--- src/hw/spims_consts.vh ---
// Purpose: Shared offsets, field positions, reset values and timing counts
// Assumes: AXI4-Lite register word per offset, data in bits 7:0
// Notes:   Included by the serial port top module only
`ifndef SPIMS_CONSTS_VH
`define SPIMS_CONSTS_VH

// Register byte offsets
`define SPIMS_OFF_CTRL      4'h0
`define SPIMS_OFF_CFG       4'h4
`define SPIMS_OFF_DIV       4'h8
`define SPIMS_OFF_DATA      4'hc

// Control register fields
`define SPIMS_CTRL_DONE     7
`define SPIMS_CTRL_MASTER_ENABLE_BIT    6
`define SPIMS_CTRL_MODE_FAULT_FLAG     5
`define SPIMS_CTRL_OVR      4
`define SPIMS_CTRL_SELHI    3
`define SPIMS_CTRL_SELLO    2
`define SPIMS_CTRL_IE       1
`define SPIMS_CTRL_EN       0

// Configuration / status register fields
`define SPIMS_CFG_BUSY      7
`define SPIMS_CFG_WRITE_COLLISION_FLAG      6
`define SPIMS_CFG_PHA       5
`define SPIMS_CFG_POL       4
`define SPIMS_CFG_SEL       3
`define SPIMS_CFG_NSSIN     2
`define SPIMS_CFG_SRMT      1
`define SPIMS_CFG_RXBMT     0

// Select pin modes
`define SPIMS_SEL_3WIRE     2'h0
`define SPIMS_SEL_4WIRE_IN  2'h1

// Reset values
`define SPIMS_CTRL_RST_MODE 2'h1
`define SPIMS_DIV_RST       8'h00

// Bus responses
`define SPIMS_RESP_OKAY     2'h0
`define SPIMS_RESP_SLVERR   2'h2

// Serial timing: 16 clock edges per byte
`define SPIMS_LAST_EDGE     4'hf
`define SPIMS_CLK_KHZ       10000
`define SPIMS_SCK_MAX_KHZ   12500
// Least half period of the serial clock, rounded up, never below one cycle
`define SPIMS_MIN_HALF_RAW  ((`SPIMS_CLK_KHZ + 2*`SPIMS_SCK_MAX_KHZ - 1) / (2*`SPIMS_SCK_MAX_KHZ))
`define SPIMS_MIN_HALF      ((`SPIMS_MIN_HALF_RAW < 1) ? 1 : `SPIMS_MIN_HALF_RAW)

`endif

--- src/hw/spims_div.v ---
// Purpose: Half-period tick generator for the master serial clock
// Assumes: Tick period is div + min_half cycles
// Notes:   Counter restarts whenever disabled, so a byte starts aligned
`timescale 1ns/1ps
module spims_div #(
   parameter [8:0] MIN_HALF = 9'd1
) (
   input  wire       clk,
   input  wire       rst,
   input  wire       en,
   input  wire [7:0] div,
   output reg        tick
);
   reg  [8:0] cnt_r;
   wire [8:0] top = {1'b0, div} + MIN_HALF - 9'd1;

   always @(posedge clk or posedge rst) begin
      if (rst) begin
         cnt_r <= 9'd0;
         tick  <= 1'b0;
      end else if (!en) begin
         cnt_r <= 9'd0;
         tick  <= 1'b0;
      end else if (cnt_r >= top) begin
         cnt_r <= 9'd0;
         tick  <= 1'b1;
      end else begin
         cnt_r <= cnt_r + 9'd1;
         tick  <= 1'b0;
      end
   end
endmodule // spims_div

--- src/hw/spims_sync.v ---
// Purpose: Two-flop synchroniser for pins entering the system clock domain
// Assumes: Inputs are quasi-static relative to CLK
// Notes:   First stage is read only by the second stage
`timescale 1ns/1ps
module spims_sync #(
   parameter WIDTH = 4
) (
   input  wire             clk,
   input  wire             rst,
   input  wire [WIDTH-1:0] d,
   output reg  [WIDTH-1:0] q
);
   reg [WIDTH-1:0] meta_r;

   always @(posedge clk or posedge rst) begin
      if (rst) begin
         meta_r <= {WIDTH{1'b0}};
         q      <= {WIDTH{1'b0}};
      end else begin
         meta_r <= d;
         q      <= meta_r;
      end
   end
endmodule // spims_sync

--- src/hw/spims_top.v ---
// Purpose: Serial peripheral port, master or slave, with select-pin modes
// Assumes: AXI4-Lite register access; pins pass a two-flop synchroniser
// Notes:   Register data occupies bits 7:0 of each word
`timescale 1ns/1ps
`include "spims_consts.vh"

module spims_top (
   input  wire        CLK,
   input  wire        RST,
   input  wire [3:0]  S_AXI_AWADDR,
   input  wire        S_AXI_AWVALID,
   output reg         S_AXI_AWREADY,
   input  wire [31:0] S_AXI_WDATA,
   input  wire [3:0]  S_AXI_WSTRB,
   input  wire        S_AXI_WVALID,
   output reg         S_AXI_WREADY,
   output reg  [1:0]  S_AXI_BRESP,
   output reg         S_AXI_BVALID,
   input  wire        S_AXI_BREADY,
   input  wire [3:0]  S_AXI_ARADDR,
   input  wire        S_AXI_ARVALID,
   output reg         S_AXI_ARREADY,
   output reg  [31:0] S_AXI_RDATA,
   output reg  [1:0]  S_AXI_RRESP,
   output reg         S_AXI_RVALID,
   input  wire        S_AXI_RREADY,
   input  wire        SCK_I,
   output reg         SCK_O,
   output reg         SCK_OE,
   input  wire        MOSI_I,
   output reg         MOSI_O,
   output reg         MOSI_OE,
   input  wire        MISO_I,
   output reg         MISO_O,
   output reg         MISO_OE,
   input  wire        NSS_I,
   output reg         NSS_O,
   output reg         NSS_OE,
   output reg         NSS_ROUTED,
   output reg         IRQ
);
   function is_mapped;
      input [3:0] a;
      begin
         is_mapped = (a == `SPIMS_OFF_CTRL) || (a == `SPIMS_OFF_CFG) ||
                     (a == `SPIMS_OFF_DIV)  || (a == `SPIMS_OFF_DATA);
      end
   endfunction

   // Bus slave state
   reg  [3:0]  awaddr_r;
   reg         aw_got_r;
   reg  [7:0]  wdata_r;
   reg         wstrb0_r;
   reg         w_got_r;

   // Port state
   reg         en_r;
   reg         master_enable_bit_r;
   reg  [1:0]  mode_r;
   reg         ie_r;
   reg         done_r;
   reg         mode_fault_flag_r;
   reg         ovr_r;
   reg         write_collision_flag_r;
   reg         pha_r;
   reg         pol_r;
   reg  [7:0]  div_r;
   reg  [7:0]  txbuf_r;
   reg         txfull_r;
   reg  [7:0]  sh_r;
   reg         shfull_r;
   reg  [7:0]  rxsh_r;
   reg  [7:0]  rxbuf_r;
   reg         rxfull_r;
   reg         busy_r;
   reg  [3:0]  edge_r;
   reg         sckph_r;
   reg         sck_d_r;
   reg         nss_d_r;
   reg  [31:0] rdata_nxt;

   wire [3:0]  pins_s;
   wire        tick;
   wire        sck_s  = pins_s[3];
   wire        mosi_s = pins_s[2];
   wire        miso_s = pins_s[1];
   wire        nss_s  = ~pins_s[0];                                 // Reset reads as idle high

   spims_sync #(.WIDTH(4)) u_sync (
      .clk (CLK),
      .rst (RST),
      .d   ({SCK_I, MOSI_I, MISO_I, ~NSS_I}),
      .q   (pins_s)
   );

   wire master   = en_r & master_enable_bit_r;
   wire slave    = en_r & ~master_enable_bit_r;
   wire mode_3w  = (mode_r == `SPIMS_SEL_3WIRE);
   wire mode_in  = (mode_r == `SPIMS_SEL_4WIRE_IN);
   wire selected = mode_3w | (mode_in & ~nss_s);
   wire nss_fall = nss_d_r & ~nss_s;

   localparam [31:0] MIN_HALF_W = `SPIMS_MIN_HALF;
   // Divider only runs in master mode, so slave ignores its setting
   spims_div #(.MIN_HALF(MIN_HALF_W[8:0])) u_div (
      .clk  (CLK),
      .rst  (RST),
      .en   (master & busy_r),
      .div  (div_r),
      .tick (tick)
   );

   wire m_edge   = master & busy_r & tick;
   wire s_edge   = slave & selected & (sck_s ^ sck_d_r);
   wire any_edge = m_edge | s_edge;
   wire sample   = any_edge & (edge_r[0] == pha_r);
   wire change   = any_edge & (edge_r[0] != pha_r) &
                   (edge_r != 4'h0) & (edge_r != `SPIMS_LAST_EDGE);
   wire last     = any_edge & (edge_r == `SPIMS_LAST_EDGE);
   wire in_bit   = master ? miso_s : mosi_s;
   wire fault    = master & mode_in & nss_fall;

   // Bus handshakes
   wire aw_hs    = S_AXI_AWVALID & S_AXI_AWREADY;
   wire w_hs     = S_AXI_WVALID & S_AXI_WREADY;
   wire ar_hs    = S_AXI_ARVALID & S_AXI_ARREADY;
   wire wr_go    = aw_got_r & w_got_r & ~S_AXI_BVALID;
   wire wr_ok    = wr_go & wstrb0_r;
   wire wr_ctrl  = wr_ok & (awaddr_r == `SPIMS_OFF_CTRL);
   wire wr_cfg   = wr_ok & (awaddr_r == `SPIMS_OFF_CFG);
   wire wr_div   = wr_ok & (awaddr_r == `SPIMS_OFF_DIV);
   wire wr_data  = wr_ok & (awaddr_r == `SPIMS_OFF_DATA);
   wire rd_data  = ar_hs & (S_AXI_ARADDR == `SPIMS_OFF_DATA);

   always @* begin
      rdata_nxt = 32'h0000_0000;
      case (S_AXI_ARADDR)
         `SPIMS_OFF_CTRL: rdata_nxt[7:0] = {done_r, master_enable_bit_r, mode_fault_flag_r, ovr_r,
                                            mode_r, ie_r, en_r};
         `SPIMS_OFF_CFG:  rdata_nxt[7:0] = {busy_r, write_collision_flag_r, pha_r, pol_r,
                                            selected & slave, nss_s,
                                            ~shfull_r, ~rxfull_r};
         `SPIMS_OFF_DIV:  rdata_nxt[7:0] = div_r;
         `SPIMS_OFF_DATA: rdata_nxt[7:0] = rxbuf_r;
         default:         rdata_nxt = 32'h0000_0000;
      endcase
   end

   // AXI4-Lite channels; address and data accepted in either order
   always @(posedge CLK or posedge RST) begin
      if (RST) begin
         S_AXI_AWREADY <= 1'b0;
         S_AXI_WREADY  <= 1'b0;
         S_AXI_BVALID  <= 1'b0;
         S_AXI_BRESP   <= `SPIMS_RESP_OKAY;
         S_AXI_ARREADY <= 1'b0;
         S_AXI_RVALID  <= 1'b0;
         S_AXI_RRESP   <= `SPIMS_RESP_OKAY;
         S_AXI_RDATA   <= 32'h0000_0000;
         awaddr_r      <= 4'h0;
         aw_got_r      <= 1'b0;
         wdata_r       <= 8'h00;
         wstrb0_r      <= 1'b0;
         w_got_r       <= 1'b0;
      end else begin
         S_AXI_AWREADY <= ~aw_got_r & ~aw_hs & ~S_AXI_BVALID;
         S_AXI_WREADY  <= ~w_got_r & ~w_hs & ~S_AXI_BVALID;
         if (aw_hs) begin
            awaddr_r <= S_AXI_AWADDR;
            aw_got_r <= 1'b1;
         end
         if (w_hs) begin
            wdata_r  <= S_AXI_WDATA[7:0];
            wstrb0_r <= S_AXI_WSTRB[0];
            w_got_r  <= 1'b1;
         end
         if (wr_go) begin
            aw_got_r     <= 1'b0;
            w_got_r      <= 1'b0;
            S_AXI_BVALID <= 1'b1;
            S_AXI_BRESP  <= is_mapped(awaddr_r) ? `SPIMS_RESP_OKAY : `SPIMS_RESP_SLVERR;
         end else if (S_AXI_BVALID & S_AXI_BREADY) begin
            S_AXI_BVALID <= 1'b0;
         end
         S_AXI_ARREADY <= ~S_AXI_RVALID & ~ar_hs;
         if (ar_hs) begin
            S_AXI_RVALID <= 1'b1;
            S_AXI_RDATA  <= rdata_nxt;
            S_AXI_RRESP  <= is_mapped(S_AXI_ARADDR) ? `SPIMS_RESP_OKAY : `SPIMS_RESP_SLVERR;
         end else if (S_AXI_RVALID & S_AXI_RREADY) begin
            S_AXI_RVALID <= 1'b0;
         end
      end
   end

   // Port engine; hardware sets come last so they beat a same-cycle clear
   always @(posedge CLK or posedge RST) begin
      if (RST) begin
         en_r     <= 1'b0;
         master_enable_bit_r  <= 1'b0;
         mode_r   <= `SPIMS_CTRL_RST_MODE;
         ie_r     <= 1'b0;
         done_r   <= 1'b0;
         mode_fault_flag_r   <= 1'b0;
         ovr_r    <= 1'b0;
         write_collision_flag_r   <= 1'b0;
         pha_r    <= 1'b0;
         pol_r    <= 1'b0;
         div_r    <= `SPIMS_DIV_RST;
         txbuf_r  <= 8'h00;
         txfull_r <= 1'b0;
         sh_r     <= 8'h00;
         shfull_r <= 1'b0;
         rxsh_r   <= 8'h00;
         rxbuf_r  <= 8'h00;
         rxfull_r <= 1'b0;
         busy_r   <= 1'b0;
         edge_r   <= 4'h0;
         sckph_r  <= 1'b0;
         sck_d_r  <= 1'b0;
         nss_d_r  <= 1'b1;
      end else begin
         sck_d_r <= sck_s;
         nss_d_r <= nss_s;
         // Flags clear by writing 0, writing 1 leaves them alone
         if (wr_ctrl) begin
            en_r    <= wdata_r[`SPIMS_CTRL_EN];
            master_enable_bit_r <= wdata_r[`SPIMS_CTRL_MASTER_ENABLE_BIT];
            mode_r  <= wdata_r[`SPIMS_CTRL_SELHI:`SPIMS_CTRL_SELLO];
            ie_r    <= wdata_r[`SPIMS_CTRL_IE];
            done_r  <= done_r & wdata_r[`SPIMS_CTRL_DONE];
            mode_fault_flag_r  <= mode_fault_flag_r & wdata_r[`SPIMS_CTRL_MODE_FAULT_FLAG];
            ovr_r   <= ovr_r & wdata_r[`SPIMS_CTRL_OVR];
         end
         if (wr_cfg) begin
            pha_r  <= wdata_r[`SPIMS_CFG_PHA];
            pol_r  <= wdata_r[`SPIMS_CFG_POL];
            write_collision_flag_r <= write_collision_flag_r & wdata_r[`SPIMS_CFG_WRITE_COLLISION_FLAG];
         end
         if (wr_div)
            div_r <= wdata_r;
         if (rd_data)
            rxfull_r <= 1'b0;
         if (wr_data) begin
            if (txfull_r)
               write_collision_flag_r <= 1'b1;
            else begin
               txbuf_r  <= wdata_r;
               txfull_r <= 1'b1;
            end
         end
         // Move buffer into an idle, empty shift register
         if (en_r & txfull_r & ~shfull_r & ~busy_r) begin
            sh_r     <= txbuf_r;
            shfull_r <= 1'b1;
            txfull_r <= 1'b0;
            if (master) begin
               busy_r  <= 1'b1;
               edge_r  <= 4'h0;
               sckph_r <= 1'b0;
            end
         end
         if (any_edge) begin
            busy_r  <= 1'b1;
            edge_r  <= edge_r + 4'h1;
            sckph_r <= ~sckph_r;
         end
         if (sample)
            rxsh_r <= {rxsh_r[6:0], in_bit};
         if (change)
            sh_r <= {sh_r[6:0], 1'b0};
         if (last) begin
            busy_r   <= 1'b0;
            shfull_r <= 1'b0;
            edge_r   <= 4'h0;
            sckph_r  <= 1'b0;
            done_r   <= 1'b1;
            if (slave & rxfull_r)
               ovr_r <= 1'b1;
            else begin
               rxbuf_r  <= sample ? {rxsh_r[6:0], in_bit} : rxsh_r;
               rxfull_r <= 1'b1;
            end
         end
         // Select falling edge restarts a slave byte
         if (~en_r | (slave & mode_in & nss_fall)) begin
            busy_r  <= 1'b0;
            edge_r  <= 4'h0;
            sckph_r <= 1'b0;
         end
         // Another master took the bus: stay off until software re-enables
         if (fault) begin
            master_enable_bit_r  <= 1'b0;
            en_r     <= 1'b0;
            mode_fault_flag_r   <= 1'b1;
            busy_r   <= 1'b0;
            edge_r   <= 4'h0;
            sckph_r  <= 1'b0;
            shfull_r <= 1'b0;
         end
      end
   end

   // Pin drivers, one cycle behind the engine state
   always @(posedge CLK or posedge RST) begin
      if (RST) begin
         SCK_O      <= 1'b0;
         SCK_OE     <= 1'b0;
         MOSI_O     <= 1'b0;
         MOSI_OE    <= 1'b0;
         MISO_O     <= 1'b0;
         MISO_OE    <= 1'b0;
         NSS_O      <= 1'b0;
         NSS_OE     <= 1'b0;
         NSS_ROUTED <= 1'b0;
         IRQ        <= 1'b0;
      end else begin
         SCK_O      <= pol_r ^ sckph_r;
         SCK_OE     <= master;
         MOSI_O     <= sh_r[7];
         MOSI_OE    <= master;
         MISO_O     <= sh_r[7];
         MISO_OE    <= slave & selected;
         NSS_O      <= mode_r[0];
         NSS_OE     <= mode_r[1];
         NSS_ROUTED <= ~mode_3w;
         IRQ        <= ie_r & (done_r | write_collision_flag_r | mode_fault_flag_r | ovr_r);
      end
   end
endmodule // spims_top
--- config.mk ---
export PLATFORM = sky130hd
export DESIGN_NAME = spims_top
export DESIGN_NICKNAME = d
export VERILOG_FILES = /design/src/hw/spims_div.v /design/src/hw/spims_sync.v /design/src/hw/spims_top.v
export VERILOG_INCLUDE_DIRS = /design/src /design/src/hw
export SDC_FILE = /design/constraint.sdc
export NUM_CORES = 1
export LEC_CHECK = 0
export ABC_AREA = 1
export BUFFER_PORTS_ARGS = -buffer_cell sky130_fd_sc_hd__buf_2
export CAP_MARGIN = 30
export CORE_MARGIN = 3
export CORE_UTILIZATION = 55
export DETAILED_ROUTE_END_ITERATION = 6
export MAX_ROUTING_LAYER = met4
export PLACE_DENSITY = 0.77
export SYNTH_ARGS = -nofsm -noshare
export SYNTH_HDL_FRONTEND = slang
export SYNTH_HIERARCHICAL = 1
export SYNTH_SLANG_ARGS = --single-unit
--- constraint.sdc ---
create_clock -name CLK -period 8.16 [get_ports CLK]
set_clock_uncertainty 0.1 [all_clocks]
set_input_delay 1.632 -clock CLK [delete_from_list [all_inputs] [get_ports CLK]]
set_output_delay 1.632 -clock CLK [all_outputs]
set_load 0.005 [all_outputs]
==> metrics.yaml <==
logic_synthesis:
  synth.most_common_cell: "nand2_1"
  ys_types: 35
  ys_ff_latch: 118
  synth_top_area_share_pct: 53.74
  ys_top_cells_by_area: "dfrtp_1 54%, nand2_1 14%, inv_1 4.4%"
  synth_edf_count: 0
  synth.top_cells.by_count: "196 x nand2_1, 116 x dfrtp_1, 63 x inv_1"
  syn_area_per_cell_sq_um: 8.783
  synth_top_flop_cell: "dfrtp_1"
  async_flop_share_pct: 100.0
  yosys_warnings: 6
  seq_area_frac_synth_pct: 54.71
  syn-cell-area_sq_um: 5401
  synth_top_area_cell: "dfrtp_1"
  syn_inst: 615
sta:
  hold_violations: 0
  rsz0062_at_grt: "false"
  worstMarginPinSlew_ps: 883.0
  max_slew_margin_pct: 40.68
  fmax_mhz: 353.5
  tns_ps: 0
  final-setup-viol-count: 0
  period_share_pct: 34.67
  hold_ws_ps: 252.1
  period_needed_ps: 2829
  slew_violations: 0
worst_setup_path:
  r2r_start: "master_enable_bit_r"
  critPathSlowestCell: "nor3_1"
  reg2reg_depth: 8
  slowest_delay_ps: 700
  critPathArrivalTime_ps: 3190
  path_cells: "buf_2 -> nor2_1 -> inv_1 -> nor3_1 -> nand2_1 -> nand4_1 -> nand2_1 -> nand2_1"
  critical_path_class: "input port to register"
  r2r-end: "rxbuf_r[3]"
  crit_path_start_kind: "input port"
  path_buf_inv: 2
  worst-path-max-fanout: 8
  r2r_setup_slack_ps: 5790
  cp.required_ps: 8520
  crit_family: "simple AND/OR/NAND/NOR gates"
  path_common_cell: "nand2_1"
  critical_path.endpoint_type: "register"
pwr:
  p_leak_uw: 0.003291
  ir_drop_uv: 219.2
  power_density_nw_per_um2: 308.8
  power_uw: 1926
clocking:
  cts.clk_slew.worst_paths_ps: 60
  ctsHtreeMaxLevel: 4
  cts_root_buf: "clkbuf_8"
  clk_latency_ps: 520
  cts_resized: 0
  cts_buffer_depth: 2
  cts-hold-fix-buffers: 0
  cts_tree: "yes"
  numCtsBuffers: 17
  cts.sinks: 118
  postCtsSetupBuffers: 0
floorplanning:
  die_height_microns: 105.1
  core_area_sq_um: 9371
  dieArea_sq_um: 11050
  ioPinCount: 106
  start_util_pct: 57.64
  num_rows: 35
  die_w_microns: 105.1
drt:
  wl_per_cell_microns: 13.62
  vias: 4220
  dr.pass1.iters: 4
  wl_microns: 11100
  remaining_drc_errors: 0
  routed_via_density: 5.178
  drtIter0Drc: 271
  drtAntennaViolNets: 0
job:
  drv_cap: 0
grt:
  track_usage_pct: 21.68
  grt_pass1_vias: 4007
  antenna_found_initial: 0
  grt_max_degree: 75
  grt_pass1_wl_microns: 18680
  grt.overflow.total: 0
place:
  routabilityCongestion: 0.9042
  io_buffers: 52
  dpl.hpwl_microns: 7777
final_layout:
  drive_gt1_share_pct: 14.87
  n_fill_cell: 744
  diodes: 0
  syn_to_final_growth_pct: 15.47
  final_nets: 740
  utilization_pct: 66.56
worst_hold_path:
  whs_endpoint: "u_sync/q[2]"
  hp-class: "register to register"
  hold_path_startpoint: "u_sync/meta_r[2]"
  min_path_cells: 0
status:
  status: "finished clean"
-- cells in the final DEF, fill, tap and decap left out --
| cell type | netlist | final |
|---|---|---|
| clkinvlp_4 | 0 | 5 |
| nor3_4 | 1 | 1 |
| xnor2_2 | 1 | 1 |
| dfstp_2 | 2 | 2 |
| buf_2 | 2 | 52 |
| nand3_2 | 1 | 1 |
| nor3b_1 | 1 | 1 |
| nor2_1 | 25 | 25 |
| inv_1 | 63 | 62 |
| dfrtp_1 | 116 | 116 |
| o41a_1 | 1 | 1 |
| nand4_4 | 1 | 1 |
| clkinv_1 | 2 | 2 |
| nand4_1 | 15 | 15 |
| xnor2_1 | 2 | 2 |
| nand2_1 | 196 | 196 |
| or2_2 | 4 | 4 |
| nor2_4 | 1 | 1 |
| o21a_1 | 1 | 1 |
| o21ai_0 | 46 | 46 |
| nor3_2 | 1 | 1 |
| inv_4 | 0 | 1 |
| nand2_4 | 1 | 1 |
| clkinv_4 | 0 | 2 |
| xor2_1 | 6 | 6 |
| ha_1 | 11 | 11 |
| clkbuf_8 | 0 | 3 |
| conb_1 | 1 | 26 |
| or2_0 | 1 | 1 |
| nand2_2 | 3 | 3 |
| a21oi_1 | 8 | 8 |
| nor3_1 | 4 | 4 |
| nand3_1 | 45 | 45 |
| bufinv_16 | 0 | 2 |
| and2_1 | 9 | 9 |
| a21oi_2 | 1 | 1 |
| clkinv_2 | 0 | 3 |
| buf_4 | 29 | 1 |
| nand3b_1 | 7 | 7 |
| clkbuf_16 | 0 | 16 |
-- flip-flops by register name, summed over array words and instances (netlist names), 8 cells and up --
name	flops
S_AXI_RDATA	8
wdata_r	8
div_r	8
rxbuf_r	8
txbuf_r	8
sh_r	8
u_div/cnt_r	9
rxsh_r	8
-- per-stage QoR --
step / std cells / worst slack, ps / cell area, sq um
2_1_floorplan: 640 / 3813 / 5495
3_3_place_gp: 784 / 4974 / 5665
3_5_place_dp: 784 / 4826 / 5665
4_1_cts: 815 / 5358 / 6237
5_1_grt: 815 / 5215 / 6237
6_report: 815 / 5331 / 6237
-- kinds of logic (layout without fill, tap and decap cells) --
logic type	after synthesis	in the layout	share of synthesized area [%]
simple gates	316	316	26.20
flops	118	118	54.71
xor+xnor	9	9	1.598
buf+inv	103	149	9.358
fa+ha+maj	11	11	2.548
compound gates	57	57	5.513
other cells	1	26	0.06943
-- report_power, final --
part | internal, uW | total [uW] | switching (uW)
logic | 134 | 384 | 250
registers | 736 | 837 | 100
clock network | 447 | 706 | 259
total | 1320 | 1930 | 609
-- cell type report --
type | count | area, sq um | share of cell area, %
Tap cell | 129 | 161.4 | 2.588
Sequential cell | 118 | 2955 | 47.38
Timing Repair Buffer | 53 | 267.8 | 4.293
Clock inverter | 12 | 130.1 | 2.086
Inverter | 65 | 246.5 | 3.952
Clock buffer | 19 | 441.7 | 7.081
Multi-Input combinational cell | 419 | 2034 | 32.62
-- worst max-delay path by stage --
| stage | from | endpoint | depth (start not counted) |
|---|---|---|---|
| floorplan | RST | IRQ | 1 |
| global placement | S_AXI_ARADDR[1] | S_AXI_RDATA[0] | 8 |
| detailed placement | S_AXI_ARADDR[1] | S_AXI_RDATA[4] | 8 |
| CTS | S_AXI_BVALID | S_AXI_BVALID | 1 |
| global route | S_AXI_ARADDR[1] | S_AXI_RDATA[0] | 8 |
| finish | S_AXI_ARADDR[1] | S_AXI_RDATA[4] | 8 |
-- layer usage --
metal / share of wire (%) / global-route usage [%] / vias up
met5: 0 / - / -
met3: 5.7 / 5.127 / 23
met1: 45 / 28.81 / 2022
met4: 1.9 / 7.591 / 0
met2: 47 / 32.91 / 155
li1: - / - / 2020
No activity file was read; power rests on OpenSTA's default activity.
